==> src/rtl/sq_multiframe_regs.svh <==
/*
 Register indices, field positions, reset values and frame counts of the
 multiframe channel. Assumes inclusion by its bare name from the design files.
*/
// Functional notes
// - Multiframing off: NT Fa always zero.
// - NT M bit one in frame 1 of 20.
// - NT Fa one in frames 1,6,11,16.
// - NT S bit cycles SC1..SC5 each frame.
// - TE sends Q1..Q4 in Fa frames 1,6,11,16.
// - Start bit forces M one next frame.
// - TE detects multiframe, sets detected flag.
// - SC1..SC5 from tx_signal, subchannel_23, subchannel_45 nibbles.
// - NT samples sources once per multiframe.
// - NT, multiframing off: sources ignored, Fa zero.
// - NT source registers reset to zeros.
// - NT interrupt: off, Q change, or every multiframe.
// - NT loads received Q nibble per multiframe.
// - TE samples Q nibble once per multiframe.
// - TE, multiframing off: Fa wraps received Fa.
// - TE Q source nibble resets to ones.
// - TE interrupt: off, SC1 change, or every multiframe.
// - TE stores received SC1..SC5 per multiframe.
// - NT sets far-end violation status, optional interrupt.
// - Enabled pending status drives irq_n low.
`ifndef SQ_MULTIFRAME_REGS_SVH
`define SQ_MULTIFRAME_REGS_SVH

`define ADDR_TX_SIGNAL    5'h02
`define ADDR_RX_SIGNAL    5'h03
`define ADDR_CONTROL7     5'h07
`define ADDR_SUBCH_23     5'h09
`define ADDR_SUBCH_45     5'h0A
`define ADDR_NIB_DETECT   5'h11
`define ADDR_NIB_STATUS   5'h13
`define ADDR_NIB_ENABLE   5'h14

`define BIT_MF_START      5
`define BIT_IRQ_EVERY     2
`define BIT_MF_DETECT     1
`define BIT_CV            1
`define BIT_MF            2

`define NT_SRC_RESET      8'h00
`define TE_Q_RESET        4'hF
`define INIT_LOAD_COUNT   2'h3

`define SUB_LAST          3'h4
`define GRP_LAST          2'h3

`define RX_FIFO_WIDTH     4
`define RX_FIFO_DEPTH     4
`define W_FA              0
`define W_M               1
`define W_S               2
`define W_CV              3

`endif

==> src/rtl/sq_multiframe_pkg.sv <==
/*
 Types shared by the multiframe channel. Assumes nothing of its surroundings.
*/
package sq_multiframe_pkg;
   typedef enum logic [1:0] {
      SYNC_HUNT = 2'b01,
      SYNC_LOCK = 2'b10
   } sync_e;
   typedef logic [3:0] nibble_t;
endpackage : sq_multiframe_pkg

==> src/rtl/sq_multiframe_channel.sv <==
/*
 Layer 1 multiframe channel: a small receive FIFO and the multiframe logic
 for NT and TE modes with its byte and nibble registers.
 Assumes frame bits arrive from line logic on clk, one word per frame, and
 that frame_tick pulses once at each transmit frame boundary.
*/
`timescale 1ns/10ps
`include "sq_multiframe_regs.svh"

module sq_rx_fifo #(
   parameter int WIDTH = 4,
   parameter int DEPTH = 4
) (
   input  wire logic             clk,
   input  wire logic             rst,
   input  wire logic             in_valid,
   output logic                  in_ready,
   input  wire logic [WIDTH-1:0] in_data,
   output logic                  out_valid,
   input  wire logic             out_ready,
   output logic      [WIDTH-1:0] out_data
);
   localparam int AW = $clog2(DEPTH);
   localparam int CW = $clog2(DEPTH + 1);
   logic [WIDTH-1:0] mem [DEPTH];
   logic [AW-1:0]    wr_ptr;
   logic [AW-1:0]    rd_ptr;
   logic [CW-1:0]    count;
   logic [AW-1:0]    next_wr_ptr;
   logic [AW-1:0]    next_rd_ptr;
   logic [CW-1:0]    next_count;
   logic             push;
   logic             pop;
   assign in_ready  = (count != CW'(DEPTH));
   assign out_valid = (count != '0);
   assign out_data  = mem[rd_ptr];
   assign push      = in_valid & in_ready;
   assign pop       = out_valid & out_ready;
   always_comb begin
      next_wr_ptr = wr_ptr;
      next_rd_ptr = rd_ptr;
      next_count  = count;
      if (push) begin
         next_wr_ptr = (wr_ptr == AW'(DEPTH - 1)) ? '0 : AW'(wr_ptr + 1'b1);
      end
      if (pop) begin
         next_rd_ptr = (rd_ptr == AW'(DEPTH - 1)) ? '0 : AW'(rd_ptr + 1'b1);
      end
      if (push && !pop) begin
         next_count = CW'(count + 1'b1);
      end else if (pop && !push) begin
         next_count = CW'(count - 1'b1);
      end
   end

   always_ff @(posedge clk or posedge rst) begin
      if (rst) begin
         wr_ptr <= '0;
         rd_ptr <= '0;
         count  <= '0;
      end else begin
         wr_ptr <= next_wr_ptr;
         rd_ptr <= next_rd_ptr;
         count  <= next_count;
      end
   end

   // Storage needs no reset; empty entries are never presented.
   always_ff @(posedge clk) begin
      if (push) begin
         mem[wr_ptr] <= in_data;
      end
   end
endmodule : sq_rx_fifo

module sq_multiframe_channel (
   input  wire logic       clk,
   input  wire logic       rst,
   input  wire logic       nt_mode_pin,
   input  wire logic       frame_tick,
   input  wire logic       rx_valid,
   output logic            rx_ready,
   input  wire logic [3:0] rx_word,
   output logic            tx_fa,
   output logic            tx_m,
   output logic            tx_s,
   input  wire logic [4:0] reg_addr,
   input  wire logic       reg_wr,
   input  wire logic       reg_rd,
   input  wire logic [7:0] reg_wdata,
   output logic [7:0]      reg_rdata,
   output logic            irq_n
);
   // -------------------------------------------------------------
   // Mode strap and receive buffer
   // -------------------------------------------------------------
   logic       nt_meta;
   logic       nt_mode;
   logic       f_valid;
   logic       f_ready;
   logic [3:0] f_word;
   logic       pop;

   always_ff @(posedge clk or posedge rst) begin
      if (rst) begin
         {nt_mode, nt_meta} <= 2'h0;
      end else begin
         {nt_mode, nt_meta} <= {nt_meta, nt_mode_pin};
      end
   end

   // Register writes stall the drain so a capture never meets a write.
   assign f_ready = !reg_wr;
   assign pop     = f_valid & f_ready;
   sq_rx_fifo #(
      .WIDTH (`RX_FIFO_WIDTH),
      .DEPTH (`RX_FIFO_DEPTH)
   ) u_rx_fifo (
      .clk       (clk),
      .rst       (rst),
      .in_valid  (rx_valid),
      .in_ready  (rx_ready),
      .in_data   (rx_word),
      .out_valid (f_valid),
      .out_ready (f_ready),
      .out_data  (f_word)
   );

   // -------------------------------------------------------------
   // Registers and receive multiframe
   // -------------------------------------------------------------
   sq_multiframe_pkg::sync_e   sync;
   sq_multiframe_pkg::sync_e   next_sync;
   sq_multiframe_pkg::nibble_t acc [5];
   sq_multiframe_pkg::nibble_t next_acc [5];
   logic [7:0] tx_sig, rx_sig, ctl7, sc23, sc45;
   logic [7:0] next_tx_sig, next_rx_sig, next_ctl7, next_sc23, next_sc45;
   logic [7:0] next_rdata;
   logic [2:0] rsub, next_rsub;
   logic [1:0] rgrp, next_rgrp;
   logic [1:0] init_cnt, next_init_cnt;
   logic       cv_acc, next_cv_acc;
   logic       cv_st, next_cv_st, mf_st, next_mf_st;
   logic       cv_en, next_cv_en, mf_en, next_mf_en;
   logic       start_rise;
   logic       rx_take;
   logic       rx_end;
   logic       changed;
   logic [2:0] esub;
   logic [1:0] egrp;
   assign start_rise = reg_wr && reg_addr == `ADDR_CONTROL7 && nt_mode &&
                       reg_wdata[`BIT_MF_START] && !ctl7[`BIT_MF_START];
   always_comb begin
      next_sync     = sync;
      next_tx_sig   = tx_sig;
      next_rx_sig   = rx_sig;
      next_ctl7     = ctl7;
      next_sc23     = sc23;
      next_sc45     = sc45;
      next_rsub     = rsub;
      next_rgrp     = rgrp;
      next_cv_acc   = cv_acc;
      next_cv_st    = cv_st;
      next_mf_st    = mf_st;
      next_cv_en    = cv_en;
      next_mf_en    = mf_en;
      next_init_cnt = init_cnt;
      next_rdata    = reg_rdata;
      changed       = 1'b0;
      rx_end        = 1'b0;
      next_acc      = acc;
      // The strap is only settled after the synchroniser has filled.
      if (init_cnt != `INIT_LOAD_COUNT) begin
         next_init_cnt = 2'(init_cnt + 1'b1);
      end
      if (init_cnt == 2'(`INIT_LOAD_COUNT - 1'b1) && !nt_mode) begin
         next_tx_sig[7:4] = `TE_Q_RESET;
      end
      // Software writes land first so that hardware sets below win.
      if (reg_wr) begin
         if (reg_addr == `ADDR_TX_SIGNAL) begin
            next_tx_sig = reg_wdata;
         end else if (reg_addr == `ADDR_RX_SIGNAL) begin
            next_rx_sig[3:0] = reg_wdata[3:0];
         end else if (reg_addr == `ADDR_CONTROL7) begin
            next_ctl7 = reg_wdata;
         end else if (reg_addr == `ADDR_SUBCH_23 && nt_mode) begin
            next_sc23 = reg_wdata;
         end else if (reg_addr == `ADDR_SUBCH_45 && nt_mode) begin
            next_sc45 = reg_wdata;
         end else if (reg_addr == `ADDR_NIB_STATUS) begin
            next_cv_st = cv_st & reg_wdata[`BIT_CV];
            next_mf_st = mf_st & reg_wdata[`BIT_MF];
         end else if (reg_addr == `ADDR_NIB_ENABLE) begin
            next_cv_en = reg_wdata[`BIT_CV];
            next_mf_en = reg_wdata[`BIT_MF];
         end
      end
      if (reg_rd) begin
         if (reg_addr == `ADDR_TX_SIGNAL) begin
            next_rdata = tx_sig;
         end else if (reg_addr == `ADDR_RX_SIGNAL) begin
            next_rdata = rx_sig;
         end else if (reg_addr == `ADDR_CONTROL7) begin
            next_rdata = ctl7;
         end else if (reg_addr == `ADDR_SUBCH_23) begin
            next_rdata = sc23;
         end else if (reg_addr == `ADDR_SUBCH_45) begin
            next_rdata = sc45;
         end else if (reg_addr == `ADDR_NIB_DETECT) begin
            next_rdata = {6'h00, sync == sq_multiframe_pkg::SYNC_LOCK, 1'b0};
         end else if (reg_addr == `ADDR_NIB_STATUS) begin
            next_rdata = {5'h00, mf_st, cv_st, 1'b0};
         end else if (reg_addr == `ADDR_NIB_ENABLE) begin
            next_rdata = {5'h00, mf_en, cv_en, 1'b0};
         end else begin
            next_rdata = 8'h00;
         end
      end
      // An incoming M bit always marks frame 1 and (re)locks.
      esub    = f_word[`W_M] ? 3'h0 : rsub;
      egrp    = f_word[`W_M] ? 2'h0 : rgrp;
      rx_take = pop && (f_word[`W_M] || sync == sq_multiframe_pkg::SYNC_LOCK);
      if (pop && f_word[`W_M]) begin
         next_sync = sq_multiframe_pkg::SYNC_LOCK;
      end else if (pop && sync == sq_multiframe_pkg::SYNC_LOCK && esub == 3'h0 &&
                   egrp == 2'h0) begin
         // Frame 1 expected without its M bit: the structure is gone.
         next_sync = sq_multiframe_pkg::SYNC_HUNT;
         rx_take   = 1'b0;
      end
      if (rx_take) begin
         if (nt_mode) begin
            if (esub == 3'h0) begin
               next_acc[0][~egrp] = f_word[`W_FA];
            end
            next_cv_acc = cv_acc | f_word[`W_CV];
         end else begin
            next_acc[esub][~egrp] = f_word[`W_S];
         end
         rx_end = (esub == `SUB_LAST) && (egrp == `GRP_LAST);
         if (rx_end) begin
            next_rsub = 3'h0;
            next_rgrp = 2'h0;
         end else if (esub == `SUB_LAST) begin
            next_rsub = 3'h0;
            next_rgrp = 2'(egrp + 1'b1);
         end else begin
            next_rsub = 3'(esub + 1'b1);
            next_rgrp = egrp;
         end
      end
      if (rx_end) begin
         changed          = next_acc[0] != rx_sig[7:4];
         next_rx_sig[7:4] = next_acc[0];
         if (rx_sig[`BIT_IRQ_EVERY] || changed) begin
            next_mf_st = 1'b1;
         end
         if (nt_mode) begin
            next_cv_st  = next_cv_st | next_cv_acc;
            next_cv_acc = 1'b0;
         end else begin
            next_sc23 = {next_acc[1], next_acc[2]};
            next_sc45 = {next_acc[3], next_acc[4]};
         end
      end
   end

   always_ff @(posedge clk or posedge rst) begin
      if (rst) begin
         sync      <= sq_multiframe_pkg::SYNC_HUNT;
         tx_sig    <= `NT_SRC_RESET;
         rx_sig    <= 8'h00;
         ctl7      <= 8'h00;
         sc23      <= `NT_SRC_RESET;
         sc45      <= `NT_SRC_RESET;
         rsub      <= 3'h0;
         rgrp      <= 2'h0;
         cv_acc    <= 1'b0;
         cv_st     <= 1'b0;
         mf_st     <= 1'b0;
         cv_en     <= 1'b0;
         mf_en     <= 1'b0;
         init_cnt  <= 2'h0;
         reg_rdata <= 8'h00;
         acc       <= '{default: 4'h0};
      end else begin
         sync      <= next_sync;
         tx_sig    <= next_tx_sig;
         rx_sig    <= next_rx_sig;
         ctl7      <= next_ctl7;
         sc23      <= next_sc23;
         sc45      <= next_sc45;
         rsub      <= next_rsub;
         rgrp      <= next_rgrp;
         cv_acc    <= next_cv_acc;
         cv_st     <= next_cv_st;
         mf_st     <= next_mf_st;
         cv_en     <= next_cv_en;
         mf_en     <= next_mf_en;
         init_cnt  <= next_init_cnt;
         reg_rdata <= next_rdata;
         acc       <= next_acc;
      end
   end
   assign irq_n = !((mf_st & mf_en) | (cv_st & cv_en));

   // -------------------------------------------------------------
   // Transmit multiframe
   // -------------------------------------------------------------
   sq_multiframe_pkg::nibble_t src [5];
   sq_multiframe_pkg::nibble_t sh [5];
   sq_multiframe_pkg::nibble_t next_sh [5];
   sq_multiframe_pkg::nibble_t cur;
   logic [2:0] tsub, next_tsub;
   logic [1:0] tgrp, next_tgrp;
   logic       last_fa, next_last_fa;
   logic       next_tx_fa, next_tx_m, next_tx_s;
   logic       tp0;
   logic       mf_on;
   assign src[0] = tx_sig[7:4];
   assign src[1] = sc23[7:4];
   assign src[2] = sc23[3:0];
   assign src[3] = sc45[7:4];
   assign src[4] = sc45[3:0];
   assign tp0    = (tsub == 3'h0) && (tgrp == 2'h0);
   assign mf_on  = ctl7[`BIT_MF_START];
   always_comb begin
      next_tsub    = tsub;
      next_tgrp    = tgrp;
      next_last_fa = last_fa;
      next_tx_fa   = tx_fa;
      next_tx_m    = tx_m;
      next_tx_s    = tx_s;
      cur          = 4'h0;
      next_sh      = sh;
      if (pop) begin
         next_last_fa = f_word[`W_FA];
      end
      if (frame_tick) begin
         // Sources are frozen at frame 1 so a mid-multiframe write waits.
         if (tp0) begin
            next_sh = src;
         end
         cur = tp0 ? src[tsub] : sh[tsub];
         if (nt_mode) begin
            next_tx_fa = mf_on && tsub == 3'h0;
            next_tx_m  = mf_on && tp0;
            next_tx_s  = mf_on && cur[~tgrp];
         end else begin
            next_tx_m = 1'b0;
            next_tx_s = 1'b0;
            if (sync == sq_multiframe_pkg::SYNC_LOCK) begin
               next_tx_fa = (tsub == 3'h0) && cur[~tgrp];
            end else begin
               next_tx_fa = last_fa;
            end
         end
         if (tsub == `SUB_LAST) begin
            next_tsub = 3'h0;
            next_tgrp = 2'(tgrp + 1'b1);
         end else begin
            next_tsub = 3'(tsub + 1'b1);
         end
      end
      if (start_rise) begin
         next_tsub = 3'h0;
         next_tgrp = 2'h0;
      end else if (!nt_mode && pop && f_word[`W_M]) begin
         // A TE answers in step with the frame that carried the M bit.
         next_tsub = 3'h1;
         next_tgrp = 2'h0;
      end
   end

   always_ff @(posedge clk or posedge rst) begin
      if (rst) begin
         tsub    <= 3'h0;
         tgrp    <= 2'h0;
         last_fa <= 1'b0;
         tx_fa   <= 1'b0;
         tx_m    <= 1'b0;
         tx_s    <= 1'b0;
         sh      <= '{default: 4'h0};
      end else begin
         tsub    <= next_tsub;
         tgrp    <= next_tgrp;
         last_fa <= next_last_fa;
         tx_fa   <= next_tx_fa;
         tx_m    <= next_tx_m;
         tx_s    <= next_tx_s;
         sh      <= next_sh;
      end
   end
endmodule : sq_multiframe_channel

==> config.mk <==
export PLATFORM = sky130hd
export DESIGN_NAME = sq_multiframe_channel
export DESIGN_NICKNAME = d
export VERILOG_FILES = /design/src/rtl/sq_multiframe_pkg.sv /design/src/rtl/sq_multiframe_channel.sv
export VERILOG_INCLUDE_DIRS = /design/src /design/src/rtl
export SDC_FILE = /design/constraint.sdc
export NUM_CORES = 1
export LEC_CHECK = 0
export BUFFER_PORTS_ARGS = -buffer_cell sky130_fd_sc_hd__buf_2
export CORE_AREA = 2 2 129 131
export DETAILED_ROUTE_END_ITERATION = 12
export DIE_AREA = 0 0 131 133
export GPL_TIMING_DRIVEN = 0
export PLACE_DENSITY_LB_ADDON = 0.3
export SLEW_MARGIN = 20
export SYNTH_ARGS = -nofsm -noshare
export SYNTH_HDL_FRONTEND = slang
export SYNTH_SLANG_ARGS = --single-unit
==> constraint.sdc <==
create_clock -name clk -period 4.05 [get_ports clk]
set_clock_uncertainty 0.15 [all_clocks]
set_input_delay 0.81 -clock clk [delete_from_list [all_inputs] [get_ports clk]]
set_output_delay 0.81 -clock clk [all_outputs]
set_load 0.02 [all_outputs]
**Word-level counts from Yosys, hierarchy flattened**

Memories as Yosys holds them, arrays and structs flattened.
Cells that the tools add are included.

- Register bits after elaboration: 120
- Word-level logic and storage cells: 234
- Output and inout port bits: 13
- RAM bits: 16
- Memories: 1

Memories:

| memory | depth | bits a word | rd ports | clocked after Yosys merged registers in | write ports | line | source |
|---|---|---|---|---|---|---|---|
| u_rx_fifo.mem | 4 | 4 | 1 | 0 | 1 | sq_multiframe_channel.sv:25 | `logic [WIDTH-1:0] mem [DEPTH];` |

- Bitwise operators: 19
- Reduce and logical (&&, ||, !) cells: 47
- Multiplexer cells: 96
- Magnitude comparators: 6
- Add/sub/neg operators: 9
- Equal/unequal tests: 18

Operators by type and width:

| kind | number |
|---|---|
| 8-bit two-way mux | 22 |
| 3-bit two-way mux | 12 |
| 4-bit two-way mux | 9 |
| 1-bit two-way mux | 33 |
| 4-bit binary-select mux with 3-bit select | 2 |
| 1-bit logical AND | 24 |
| 2-bit two-way mux | 11 |
| 20-bit bitwise mux | 1 |
| 20-bit two-way mux | 1 |
| 16-bit two-way mux | 1 |
| 5-bit equality test (second input constant) | 3 |
| 4-bit demux with 3-bit select | 1 |
| 2-bit by 1-bit adder with 2-bit output (second input constant) | 5 |
| 2-bit equality test (second input constant) | 5 |
| 5-bit by 2-bit equality test with 1-bit output (second input constant) | 2 |
| 5-bit by 4-bit equality test with 1-bit output (second input constant) | 2 |
| 3-bit by 1-bit adder with 3-bit output (second input constant) | 3 |
| 3-bit nonzero test | 3 |
| 4-bit greater-or-equal comparator (second input constant) | 2 |
| 3-bit inverter with 4-bit output | 2 |
| 8-bit AND reduction | 1 |
| 1-bit bitwise AND | 6 |
| 3-bit equality test (second input constant) | 2 |
| 1-bit logical NOT | 6 |
| other kinds (21) | 36 |

**Depth between registers and ports, before layout**

Gate-level depths: netlist of the first run.
An unclocked memory read counts as a cell.

- Depth in word-level cells: 16
- Depth in mapped cells: 14
- Mapped depth without buffers: 10

**Modules after synthesis**

From an unflattened synthesis of the first run, not the netlist that was laid out.

- Cells, all modules: 589
- Area, all modules: 7,115.6 um^2

By module, submodules not included:

| module | cells each | area each (um^2) | instances | seq. area each (um^2) |
|---|---|---|---|---|
| sq_multiframe_channel | 530 | 6,087.1 | 1 | 2,829.0 |
| sq_rx_fifo | 59 | 1,028.5 | 1 | 655.6 |

**Worst setup path after synthesis of the first run**

Ideal clock, no wire load.

- Path kind: register to register
- Start point: register u_rx_fifo.rd_ptr[0]
- End point: register sc23[2]
- Data required time: 3.781 ns
- Path buffers: 3
- Path slack: 0.719 ns
- Data arrival time: 3.062 ns
- Stages on the path, launching flop included: 14
- Path through: dfrtp_1 buf_6 mux4_2 buf_2 nand2b_1 ha_1 nand3b_1 a31oi_2 nand2b_1 buf_4 nor4b_4 nand2_1 mux2_4 o21a_1

RTL lines:

| item | line | source |
|---|---|---|
| from (decl) | sq_multiframe_channel.sv:27 | `logic [AW-1:0] rd_ptr;` |
| from (signal assigned) | sq_multiframe_channel.sv:63 | `rd_ptr <= next_rd_ptr;` |
| to (signal assigned) | sq_multiframe_channel.sv:275 | `` sc23 <= `NT_SRC_RESET; `` |
| to (signal assigned) | sq_multiframe_channel.sv:292 | `sc23 <= next_sc23;` |
| to (decl) | sq_multiframe_channel.sv:136 | `logic [7:0] tx_sig, rx_sig, ctl7, sc23, sc45;` |

==> results.sh, run 1 <==
export IMPL_status="complete, no violations"
export IMPL_worstHoldStart="nt_meta"
export IMPL_critPathKind="reg2reg"
export IMPL_reg2reg_to="sc45[0]"
export IMPL_initial_utilization_pct=43.5
export IMPL_grt_overflow=0
export IMPL_synth_seq_area_share_pct=49.5
export IMPL_postCtsSetupBuffers=0
export IMPL_drc=0
export IMPL_synth_warnings=0
export IMPL_synthDistinctLibCells=75
export IMPL_setup_viol=0
export IMPL_tritoncts="built"
export IMPL_port_buffers=34
export IMPL_muxShareOfSynthArea_pct=16.6
export IMPL_drtAntennaViolNets=0
export IMPL_required_ps=4220
export IMPL_critical_path_max_fanout=10
export IMPL_clock_sinks=136
export IMPL_design_area_sq_mm=0.00815
export IMPL_max_cap_violations=0
export IMPL_grt_pass1_wl_um=28700
export IMPL_vias=5185
export IMPL_root_buffer="clkbuf_16"
export IMPL_worstPathArrival_ps=3930
export IMPL_cellPowerDensity_mw_per_mm2=646
export IMPL_rsz0062_at_grt="false"
export IMPL_synth_area_sq_mm=0.00704
export IMPL_rr_startpoint="u_rx_fifo.rd_ptr[0]"
export IMPL_dieArea_sq_mm=0.0174
export IMPL_post_route_period_util_pct=93.0
export IMPL_layout_commonest_cell="dfrtp_1"
export IMPL_multi_input_area_sq_mm=0.00330
export IMPL_finalPower_mw=5.26
export IMPL_clk_path_buf_depth=2
export IMPL_fmax_ghz=0.265
export IMPL_drt_first_pass_iters=6
export IMPL_worst_setup_path_start_kind="flip-flop"
export IMPL_cts_resized=0
export IMPL_gp_congestion=0.894
export IMPL_insertion_delay_ps=430
export IMPL_io_pins=37
export IMPL_nets=722
export IMPL_finalCriticalPeriod_ps=3770
export IMPL_slew_viol_final=0
export IMPL_tns_ps=0
export IMPL_hold_path_depth=0
export IMPL_crit_path_end_kind="flip-flop"
export IMPL_synth_nets=666
export IMPL_synthesis_instances=624
export IMPL_grt_usage_pct=21.8
export IMPL_core_sq_mm=0.0162
export IMPL_synth_top_family_by_area="multiplexers"
export IMPL_fillerInstances=1431
export IMPL_area_growth_pct=15.8
export IMPL_drive_above_1_share_pct=24.8
export IMPL_n_antenna_cell=0
export IMPL_finish_utilization_pct=50.4
export IMPL_cp_slowest_stage_delay_ps=640
export IMPL_grt_pass1_vias=5389
export IMPL_first_iter_violations=343
export IMPL_crit_chain="buf_6, mux4_2, buf_2, nand2b_1, ha_1, nand3b_1, a31oi_2, nor2_2, and3_1, nand3_1, mux2_2, o21a_1"
export IMPL_rr_worst_depth=12
export IMPL_ff_latch_area_sq_mm=0.00348
export IMPL_final_cell_mix="dfrtp_1, nand2_1, mux2_2"
export IMPL_drt_total_wl_um=17700
export IMPL_ir_drop_uv=346
export IMPL_wl_per_cell_um=19.4
export IMPL_synth_xor_area_share_pct=0.747
export IMPL_synth_seq_cells=136
export IMPL_cts_hold_buf=0
export IMPL_fp_row_count=47
export IMPL_tightest_slew_ps=1020
export IMPL_finalHoldViolCount=0
export IMPL_synthFlopType="dfrtp_1"
export IMPL_crit_slowest_cell="mux4_2"
export IMPL_dpl_instance_area_sq_mm=0.00755
export IMPL_clkTransAtPathRegs_ps=60
export IMPL_die_x_um=131
export IMPL_synthSimpleGateAreaFrac_pct=13.9
export IMPL_viasPerCell=5.68
export IMPL_grt_max_degree=35
export IMPL_synthArstFlopShare_pct=88.2
export IMPL_hp_class="reg2reg"
export IMPL_syn_area_per_cell_sq_um=11.3
export IMPL_antenna_found_initial=0
export IMPL_place_hpwl_um=12900
export IMPL_leakage_nw=3.77
export IMPL_cts_buffers=17
export IMPL_min_to="nt_mode"
export IMPL_maxSlewHeadroom_pct=31.6
export IMPL_synthAdderAreaFrac_pct=3.31
export IMPL_reg2reg_slack_ps=280
export IMPL_die_h_um=133
export IMPL_cts_max_level=4
export IMPL_synth_compound_area_share_pct=12.3
export IMPL_synth_edf_count=16
[per-layer routing]
layer	up-vias	GRT usage (%)	routed length, um
li1	2376	-	-
met2	161	36.0	8760
met4	0	8.27	470
met3	31	5.10	791
met5	-	0	0
met1	2617	27.7	7660
[worst max-delay path, delay by kind of cell (launching register included)]
kind                       cells  cell delay [ps]
AOI/OAI and AO/OA              2              300
adders and majority gates      1              340
buffers and inverters          2              380
DFF                            1              360
muxes                          2              960
and+or+nand+nor                5             1160
[area by class of cell]
type | count | share of cell area, %
clock inverter | 10 | 1.29
sequential | 136 | 42.8
clock buffer | 22 | 6.08
tap | 220 | 3.38
inverter | 35 | 1.66
timing repair buffer | 37 | 2.83
multi-input combinational | 428 | 40.5
buffer | 25 | 1.52
[cells by family after synthesis]
| kind of cell | after synthesis |
|---|---|
| compound gates | 125 |
| buf+inv | 60 |
| mux | 90 |
| fa+ha+maj | 18 |
| simple gates | 189 |
| xor+xnor | 6 |
| flops | 136 |
[Yosys cell counts (2+ instances only)]
library cell | number | area, sq um
nor3_2 | 2 | 20.0
buf_6 | 2 | 22.5
buf_2 | 9 | 45.0
nand3b_1 | 4 | 30.0
inv_1 | 34 | 128
mux2i_1 | 22 | 220
mux2_2 | 49 | 552
edfxtp_1 | 16 | 480
o21ai_0 | 34 | 170
a21o_1 | 3 | 22.5
a22o_1 | 2 | 17.5
mux2_4 | 4 | 60.1
nor2_2 | 2 | 12.5
and2_0 | 2 | 12.5
a21oi_1 | 13 | 65.1
o22ai_1 | 3 | 18.8
nor3b_1 | 3 | 22.5
dfrtp_1 | 119 | 2980
nand3_1 | 18 | 90.1
a31oi_1 | 4 | 25.0
a32oi_1 | 2 | 17.5
a22oi_1 | 12 | 90.1
nand4_1 | 2 | 12.5
o211ai_1 | 12 | 90.1
xor2_1 | 2 | 17.5
buf_1 | 2 | 7.51
nor3_1 | 6 | 30.0
a211oi_1 | 2 | 15.0
clkbuf_1 | 11 | 41.3
o31ai_1 | 6 | 45.0
nand2_1 | 82 | 308
nor2_1 | 26 | 97.6
ha_1 | 17 | 213
nor2b_1 | 4 | 25.0
and2_1 | 3 | 18.8
and3_1 | 6 | 37.5
nand2b_1 | 12 | 75.1
xnor2_1 | 4 | 35.0
mux4_2 | 15 | 338
o21a_1 | 18 | 135
[state kept, by name (all words and copies together) (netlist names), 2 cells and up]
signal / cells
u_rx_fifo.wr_ptr: 2
rx_sig: 8
init_cnt: 2
u_rx_fifo.mem: 16
tsub: 3
tx_sig: 8
sync: 2
sc45: 8
rsub: 3
tgrp: 2
acc: 20
u_rx_fifo.count: 3
sc23: 8
u_rx_fifo.rd_ptr: 2
reg_rdata: 8
ctl7: 8
sh: 20
rgrp: 2
[how the worst max path moves through the flow]
stage                   startpoint  endpoint  slack (ps)
4_1_cts        u_rx_fifo.rd_ptr[0]   sc45[4]         310
5_1_grt        u_rx_fifo.rd_ptr[0]     mf_st         110
3_3_place_gp   u_rx_fifo.rd_ptr[0]     mf_st         320
6_report       u_rx_fifo.rd_ptr[0]   sc45[0]         280
2_1_floorplan  u_rx_fifo.rd_ptr[0]   sc23[2]         720
3_5_place_dp   u_rx_fifo.rd_ptr[0]   sc45[4]         320
[per-stage QoR]
step           std cells  setup WS [ps]  hold WS (ps)
2_1_floorplan        624            719           181
3_3_place_gp         878            317           188
3_5_place_dp         881            317           188
4_1_cts              913            313           201
5_1_grt              913            106           205
6_report             913            282           198
[where the power goes]
part / switching [mW] / internal, mW
combinational: 0.939 / 0.784
sequential: 0.271 / 1.71
clock: 0.616 / 0.941
(Power assumes the default switching activity.)
==> run 2, diff against run 1 <==
--- a/config.mk
+++ b/config.mk
@@ -15,4 +15,5 @@
 export SLEW_MARGIN = 20
 export SYNTH_ARGS = -nofsm -noshare
 export SYNTH_HDL_FRONTEND = slang
+export SYNTH_HIERARCHICAL = 1
 export SYNTH_SLANG_ARGS = --single-unit
==> run 2 against run 1 <==
Against the previous run: global-route usage is 0.54 points lower; maximum frequency is 2.2% lower; first-iteration DRC count is 27% higher; utilization is 0.43 points higher; critical path type unchanged; highest routed layer unchanged.
==> results.sh, run 2 <==
export IMPL_synthSimpleGateAreaFrac_pct=12.3
export IMPL_syn_area_per_cell_sq_um=12.1
export IMPL_rr_worst_depth=14
export IMPL_clk_path_buf_depth=2
export IMPL_yosys_area_top_type_share_pct=41.8
export IMPL_power_frac_comb_pct=36.9
export IMPL_hp_class="in2async"
export IMPL_synth_nets=631
export IMPL_status="complete, no violations"
export IMPL_finalCriticalPeriod_ps=3850
export IMPL_insertion_delay_ps=420
export IMPL_synthesis_instances=589
export IMPL_grt_max_degree=76
export IMPL_root_buffer="clkbuf_16"
export IMPL_leakage_nw=3.59
export IMPL_required_ps=4200
export IMPL_ir_drop_uv=399
export IMPL_synth_area_sq_mm=0.00712
export IMPL_port_buffers=31
export IMPL_tns_ps=0
export IMPL_core_sq_mm=0.0162
export IMPL_multi_input_area_sq_mm=0.00343
export IMPL_synth_warnings=6
export IMPL_clock_sinks=136
export IMPL_synthAdderAreaFrac_pct=3.27
export IMPL_synth_compound_area_share_pct=11.6
export IMPL_drc=0
export IMPL_initial_utilization_pct=44.0
export IMPL_crit_path_end_kind="flip-flop"
export IMPL_clkPwrFrac_pct=27.6
export IMPL_slew_viol_final=0
export IMPL_drive_above_1_share_pct=31.1
export IMPL_drt_first_pass_iters=5
export IMPL_gp_congestion=0.857
export IMPL_dpl_instance_area_sq_mm=0.00758
export IMPL_area_growth_pct=15.5
export IMPL_vias=5031
export IMPL_synth_area_top_cells="dfrtp_1, mux2_2, edfxtp_1"
export IMPL_synthArstFlopShare_pct=88.2
export IMPL_grt_usage_pct=21.2
export IMPL_fp_row_count=47
export IMPL_setup_ws_ps=198
export IMPL_synth_top_family_by_area="multiplexers"
export IMPL_p_sw_mw=2.00
export IMPL_fillerInstances=1408
export IMPL_wl_per_cell_um=19.7
export IMPL_synthFlopType="dfrtp_1"
export IMPL_synth_edf_count=16
export IMPL_layout_commonest_cell="dfrtp_1"
export IMPL_muxShareOfSynthArea_pct=19.7
export IMPL_finalHoldViolCount=0
export IMPL_synth_seq_cells=136
export IMPL_grt_overflow=0
export IMPL_synth_area_leader_cell="dfrtp_1"
export IMPL_dieArea_sq_mm=0.0174
export IMPL_post_route_period_util_pct=95.1
export IMPL_grt_pass1_wl_um=28200
export IMPL_post_synth_top_count_cell="dfrtp_1"
export IMPL_synthDistinctLibCells=76
export IMPL_worstPathArrival_ps=4000
export IMPL_p_int_mw=3.57
export IMPL_drtAntennaViolNets=0
export IMPL_tritoncts="built"
export IMPL_critical_path_max_fanout=10
export IMPL_n_antenna_cell=0
export IMPL_dp_slack_ps=-447
export IMPL_max_cap_violations=0
export IMPL_whs_ps=203
export IMPL_maxSlewHeadroom_pct=32.8
export IMPL_ff_latch_area_sq_mm=0.00348
export IMPL_antenna_found_initial=0
export IMPL_final_cell_mix="dfrtp_1, mux2_2, nand2_1"
export IMPL_nets=684
export IMPL_top_regs="acc (20), sh (20), u_rx_fifo/mem (16)"
export IMPL_place_hpwl_um=12500
export IMPL_rsz0062_at_grt="false"
export IMPL_finish_utilization_pct=50.8
export IMPL_synthTopCellsByCount="dfrtp_1, mux2_2, nand2_1"
export IMPL_swShare_pct=35.9
export IMPL_design_area_sq_mm=0.00822
export IMPL_die_x_um=131
export IMPL_drt_total_wl_um=17200
export IMPL_setup_viol=0
export IMPL_synth_seq_area_share_pct=49.0
export IMPL_synth_xor_area_share_pct=0.862
export IMPL_first_iter_violations=437
export IMPL_viasPerCell=5.75
export IMPL_cts_buffers=17
export IMPL_die_h_um=133
export IMPL_tightest_slew_ps=999
export IMPL_cts_max_level=4
export IMPL_worst_setup_path_start_kind="flip-flop"
export IMPL_p_seq_share_pct=35.5
export IMPL_critPathKind="reg2reg"
export IMPL_fmax_ghz=0.260
export IMPL_cellPowerDensity_mw_per_mm2=678
export IMPL_clkTransAtPathRegs_ps=60
export IMPL_grt_pass1_vias=5282
export IMPL_io_pins=37
## run 2: changes by cell type after synthesis, sizes merged, moves of 7 or more
cell    before  now
a222oi       1    8
clkbuf      11   19
inv         35   18
mux2        53   86
mux2i       22    7
nand2       82   42
nand3       18    9
nor2        29   40
nor2b        4   11
o211ai      13    3
o21a        18    2
## run 2: through the flow
stage / instances / total power [mW]
floorplan: 589 / 3.45
global placement: 840 / 3.89
detailed placement: 841 / 3.99
CTS: 875 / 5.55
global route: 875 / 5.90
finish: 875 / 5.57
## run 2: routing by layer
metal  GRT usage [%]  up-vias  wire length [um]
li1                -     2306                 -
met1            28.0     2527              7580
met2            33.0      168              8230
met3            5.66       30               913
met4            9.04        0               517
met5               0        -                 0
## run 2: path summary, 6_finish.rpt
| kind | to | start | slack [ps] |
|---|---|---|---|
| hold / removal | u_rx_fifo/rd_ptr[1] | rst | 200 |
| max in group asynchronous | tx_m | rst | 2800 |
| min in group clk | nt_mode | nt_meta | 220 |
| hold reg to reg | nt_mode | nt_meta | 220 |
| setup reg to reg | sc23[0] | u_rx_fifo/rd_ptr[0] | 200 |
| setup / recovery | sc23[0] | u_rx_fifo/rd_ptr[0] | 200 |
## run 2: logic make-up (layout without fill, tap and decap cells)
kind of cell               Yosys count  in the layout
muxes                              108            108
DFF                                136            136
and+or+nand+nor                    156            156
AOI/OAI and AO/OA                  113            113
buffers and inverters               51            117
adders and majority gates           18             18
xor gates and xnor gates             7              7
## run 2: cell type report
type / count / area share (%)
timing repair buffer: 35 / 2.50
clock buffer: 19 / 5.27
buffer: 31 / 2.01
clock inverter: 13 / 1.74
inverter: 19 / 0.929
sequential: 136 / 42.4
tap: 220 / 3.35
multi-input combinational: 402 / 41.8
## run 2: power groups by stage
stage                     Clock (mW)  Sequential, mW  Combinational [mW]
after floorplan                    0            1.92                1.53
after global placement             0            1.97                1.92
after detailed placement           0            1.99                1.99
after CTS                       1.56            1.97                2.02
after global routing            1.63            2.01                2.26
final                           1.54            1.98                2.05
## run 2: worst max-delay path, stage by stage (launching register included)
cell and delay [ps]:
dfrtp_1 360, clkbuf_4 200, mux4_2 560, buf_2 200, buf_2 200, nand2b_1 240
ha_4 240, nand4bb_1 140, o211ai_2 120, buf_6 190, or4_4 480, buf_6 160
o21ai_2 120, o31ai_2 100, mux2_4 270
## run 2: repair_timing
item | in CTS | in global routing
gates cloned | 0 | 0
hold buffers | 0 | 0
resized for setup | 6 | 6
endpoints found under the setup margin | 17 | 17
setup buffers | 2 | 1
pin swaps | 1 | 1
==> run 3, diff against run 2 <==
--- a/config.mk
+++ b/config.mk
@@ -12,6 +12,7 @@
 export DIE_AREA = 0 0 131 133
 export GPL_TIMING_DRIVEN = 0
 export PLACE_DENSITY_LB_ADDON = 0.3
+export SETUP_SLACK_MARGIN = 0.2
 export SLEW_MARGIN = 20
 export SYNTH_ARGS = -nofsm -noshare
 export SYNTH_HDL_FRONTEND = slang
==> run 3 against run 2 <==
Against the previous run: maximum frequency up 3.7%; sequential power about the same; global-route usage down 0.24 points; first-iteration DRC count down 15%; clock power about the same; register-to-register slack better by 140 ps; critical path type unchanged; critical endpoint is now sc23[1]; largest power group unchanged; highest routed layer unchanged.
==> results.sh, run 3 (synthesis gave the netlist of run 2 again) <==
export IMPL_finalHoldViolCount=0
export IMPL_grt_usage_pct=21.0
export IMPL_layout_commonest_cell="dfrtp_1"
export IMPL_fp_row_count=47
export IMPL_die_x_um=131
export IMPL_grt_overflow=0
export IMPL_wl_per_cell_um=19.6
export IMPL_fmax_ghz=0.269
export IMPL_reg2reg_slack_ps=340
export IMPL_leakage_nw=3.62
export IMPL_antenna_found_initial=0
export IMPL_drc=0
export IMPL_ir_drop_uv=440
export IMPL_cellPowerDensity_mw_per_mm2=678
export IMPL_critPathKind="reg2reg"
export IMPL_cts_buffers=17
export IMPL_cp_common_cell="buf_6"
export IMPL_max_cap_violations=0
export IMPL_place_hpwl_um=12600
export IMPL_root_buffer="clkbuf_16"
export IMPL_status="complete, no violations"
export IMPL_finalCriticalPeriod_ps=3710
export IMPL_grt_pass1_wl_um=27800
export IMPL_maxSlewHeadroom_pct=30.5
export IMPL_worstPathArrival_ps=3870
export IMPL_crit_chain="buf_6, mux4_2, clkbuf_4, buf_4, nand2b_2, ha_4, nand4bb_1, o211ai_2, buf_6, or4_4, buf_6, o21ai_2, o31ai_2, mux2_4"
export IMPL_finalNonFillerCells=877
export IMPL_reg2reg_to="sc23[1]"
export IMPL_tightest_slew_ps=1030
export IMPL_rr_startpoint="u_rx_fifo/rd_ptr[0]"
export IMPL_port_buffers=31
export IMPL_clk_path_buf_depth=2
export IMPL_grt_max_degree=35
export IMPL_grt_pass1_vias=5207
export IMPL_fillerInstances=1405
export IMPL_slew_viol_final=0
export IMPL_tritoncts="built"
export IMPL_setup_viol=0
export IMPL_gp_congestion=0.844
export IMPL_cts_max_level=4
export IMPL_required_ps=4210
export IMPL_rsz0062_at_grt="false"
export IMPL_crit_family="buffers and inverters"
export IMPL_dieArea_sq_mm=0.0174
export IMPL_die_h_um=133
export IMPL_cts_hold_buf=0
export IMPL_insertion_delay_ps=420
export IMPL_drive_above_1_share_pct=32.1
export IMPL_initial_utilization_pct=44.0
export IMPL_dp_slack_ps=-424
export IMPL_drt_first_pass_iters=4
export IMPL_clkTransAtPathRegs_ps=60
export IMPL_post_route_period_util_pct=91.7
export IMPL_endpoint="sc23[1]"
export IMPL_drtAntennaViolNets=0
export IMPL_clock_sinks=136
export IMPL_nets=686
export IMPL_setup_ws_ps=337
export IMPL_critical_path_max_fanout=10
export IMPL_viasPerCell=5.64
export IMPL_worst_setup_path_start_kind="flip-flop"
export IMPL_crit_path_end_kind="flip-flop"
export IMPL_crit_slowest_cell="mux4_2"
export IMPL_crit_cells=14
export IMPL_rr_worst_depth=14
export IMPL_startpoint="u_rx_fifo/rd_ptr[0]"
export IMPL_area_growth_pct=16.5
export IMPL_hp_class="in2async"
export IMPL_vias=4949
export IMPL_n_antenna_cell=0
export IMPL_core_sq_mm=0.0162
export IMPL_io_pins=37
export IMPL_first_iter_violations=372
export IMPL_final_cell_mix="dfrtp_1, mux2_2, nand2_1"
export IMPL_top_regs="acc (20), sh (20), u_rx_fifo/mem (16)"
export IMPL_cp_slowest_stage_delay_ps=520
export IMPL_finalPower_mw=5.62
export IMPL_drt_total_wl_um=17200
export IMPL_dp_cells=843
export IMPL_path_buf_inv=5
[run 3: cell count changes in the layout (fill, tap and decap cells not counted), sizes merged]
| cell | before | now |
|---|---|---|
| buf | 49 | 50 |
| clkinv | 5 | 6 |
| clkinvlp | 1 | 2 |
| inv | 24 | 23 |
[run 3: cell type report]
type | count | area (sq um) | share of cell area, %
inverter | 19 | 75.1 | 0.906
timing repair buffer | 36 | 230 | 2.78
buffer | 32 | 180 | 2.17
clock inverter | 14 | 163 | 1.96
tap | 220 | 275 | 3.32
clock buffer | 18 | 429 | 5.18
multi-input combinational | 402 | 3450 | 41.6
sequential | 136 | 3480 | 42.1
[run 3: how the worst min path moves through the flow]
stage,startpoint,slack (ps),end,depth (start not counted)
3_5_place_dp,nt_meta,200,nt_mode,0
4_1_cts,rst,190,u_rx_fifo/rd_ptr[1],2
3_3_place_gp,nt_meta,190,nt_mode,0
5_1_grt,rst,200,u_rx_fifo/rd_ptr[0],2
2_1_floorplan,nt_meta,180,nt_mode,0
6_report,rst,190,u_rx_fifo/rd_ptr[0],2
[run 3: worst register-to-register path, delay by kind of cell (launching register included)]
kind | cells | cell delay (ps)
AO/OA/AOI/OAI | 3 | 330
adder cells (fa/ha/maj) | 1 | 220
buffers and inverters | 5 | 870
flip-flops | 1 | 380
multiplexers | 2 | 790
AND/OR/NAND/NOR | 3 | 860
[run 3: power by group]
part	total (mW)	switching (mW)	leakage, nW	internal (mW)
logic	2.08	1.13	1.66	0.952
clock network	1.56	0.635	0.288	0.922
registers	1.98	0.253	1.67	1.72
total	5.62	2.02	3.62	3.60
[run 3: stage by stage]
stage	setup TNS, ps	hold WS (ps)	area, sq um	utilization, %
2_1_floorplan	0	181	7120	-
3_3_place_gp	-3980	186	7550	46.7
3_5_place_dp	-4970	196	7610	47.1
4_1_cts	0	186	8250	51.0
5_1_grt	0	204	8290	51.2
6_report	0	194	8290	51.2
[run 3: what timing repair did]
action                                  4_1_cts  5_1_grt
gates resized for setup                       8       16
setup buffers                                 2        0
pin swaps                                     1        0
endpoints found under the setup margin       36       18
[run 3: per-layer routing]
layer | global-route usage [%] | share of wire (%) | wire, um
met1 | 28.2 | 44 | 7570
met5 | 0 | 0 | 0
met4 | 7.68 | 1.9 | 322
met2 | 33.2 | 49 | 8390
met3 | 4.77 | 5.1 | 874
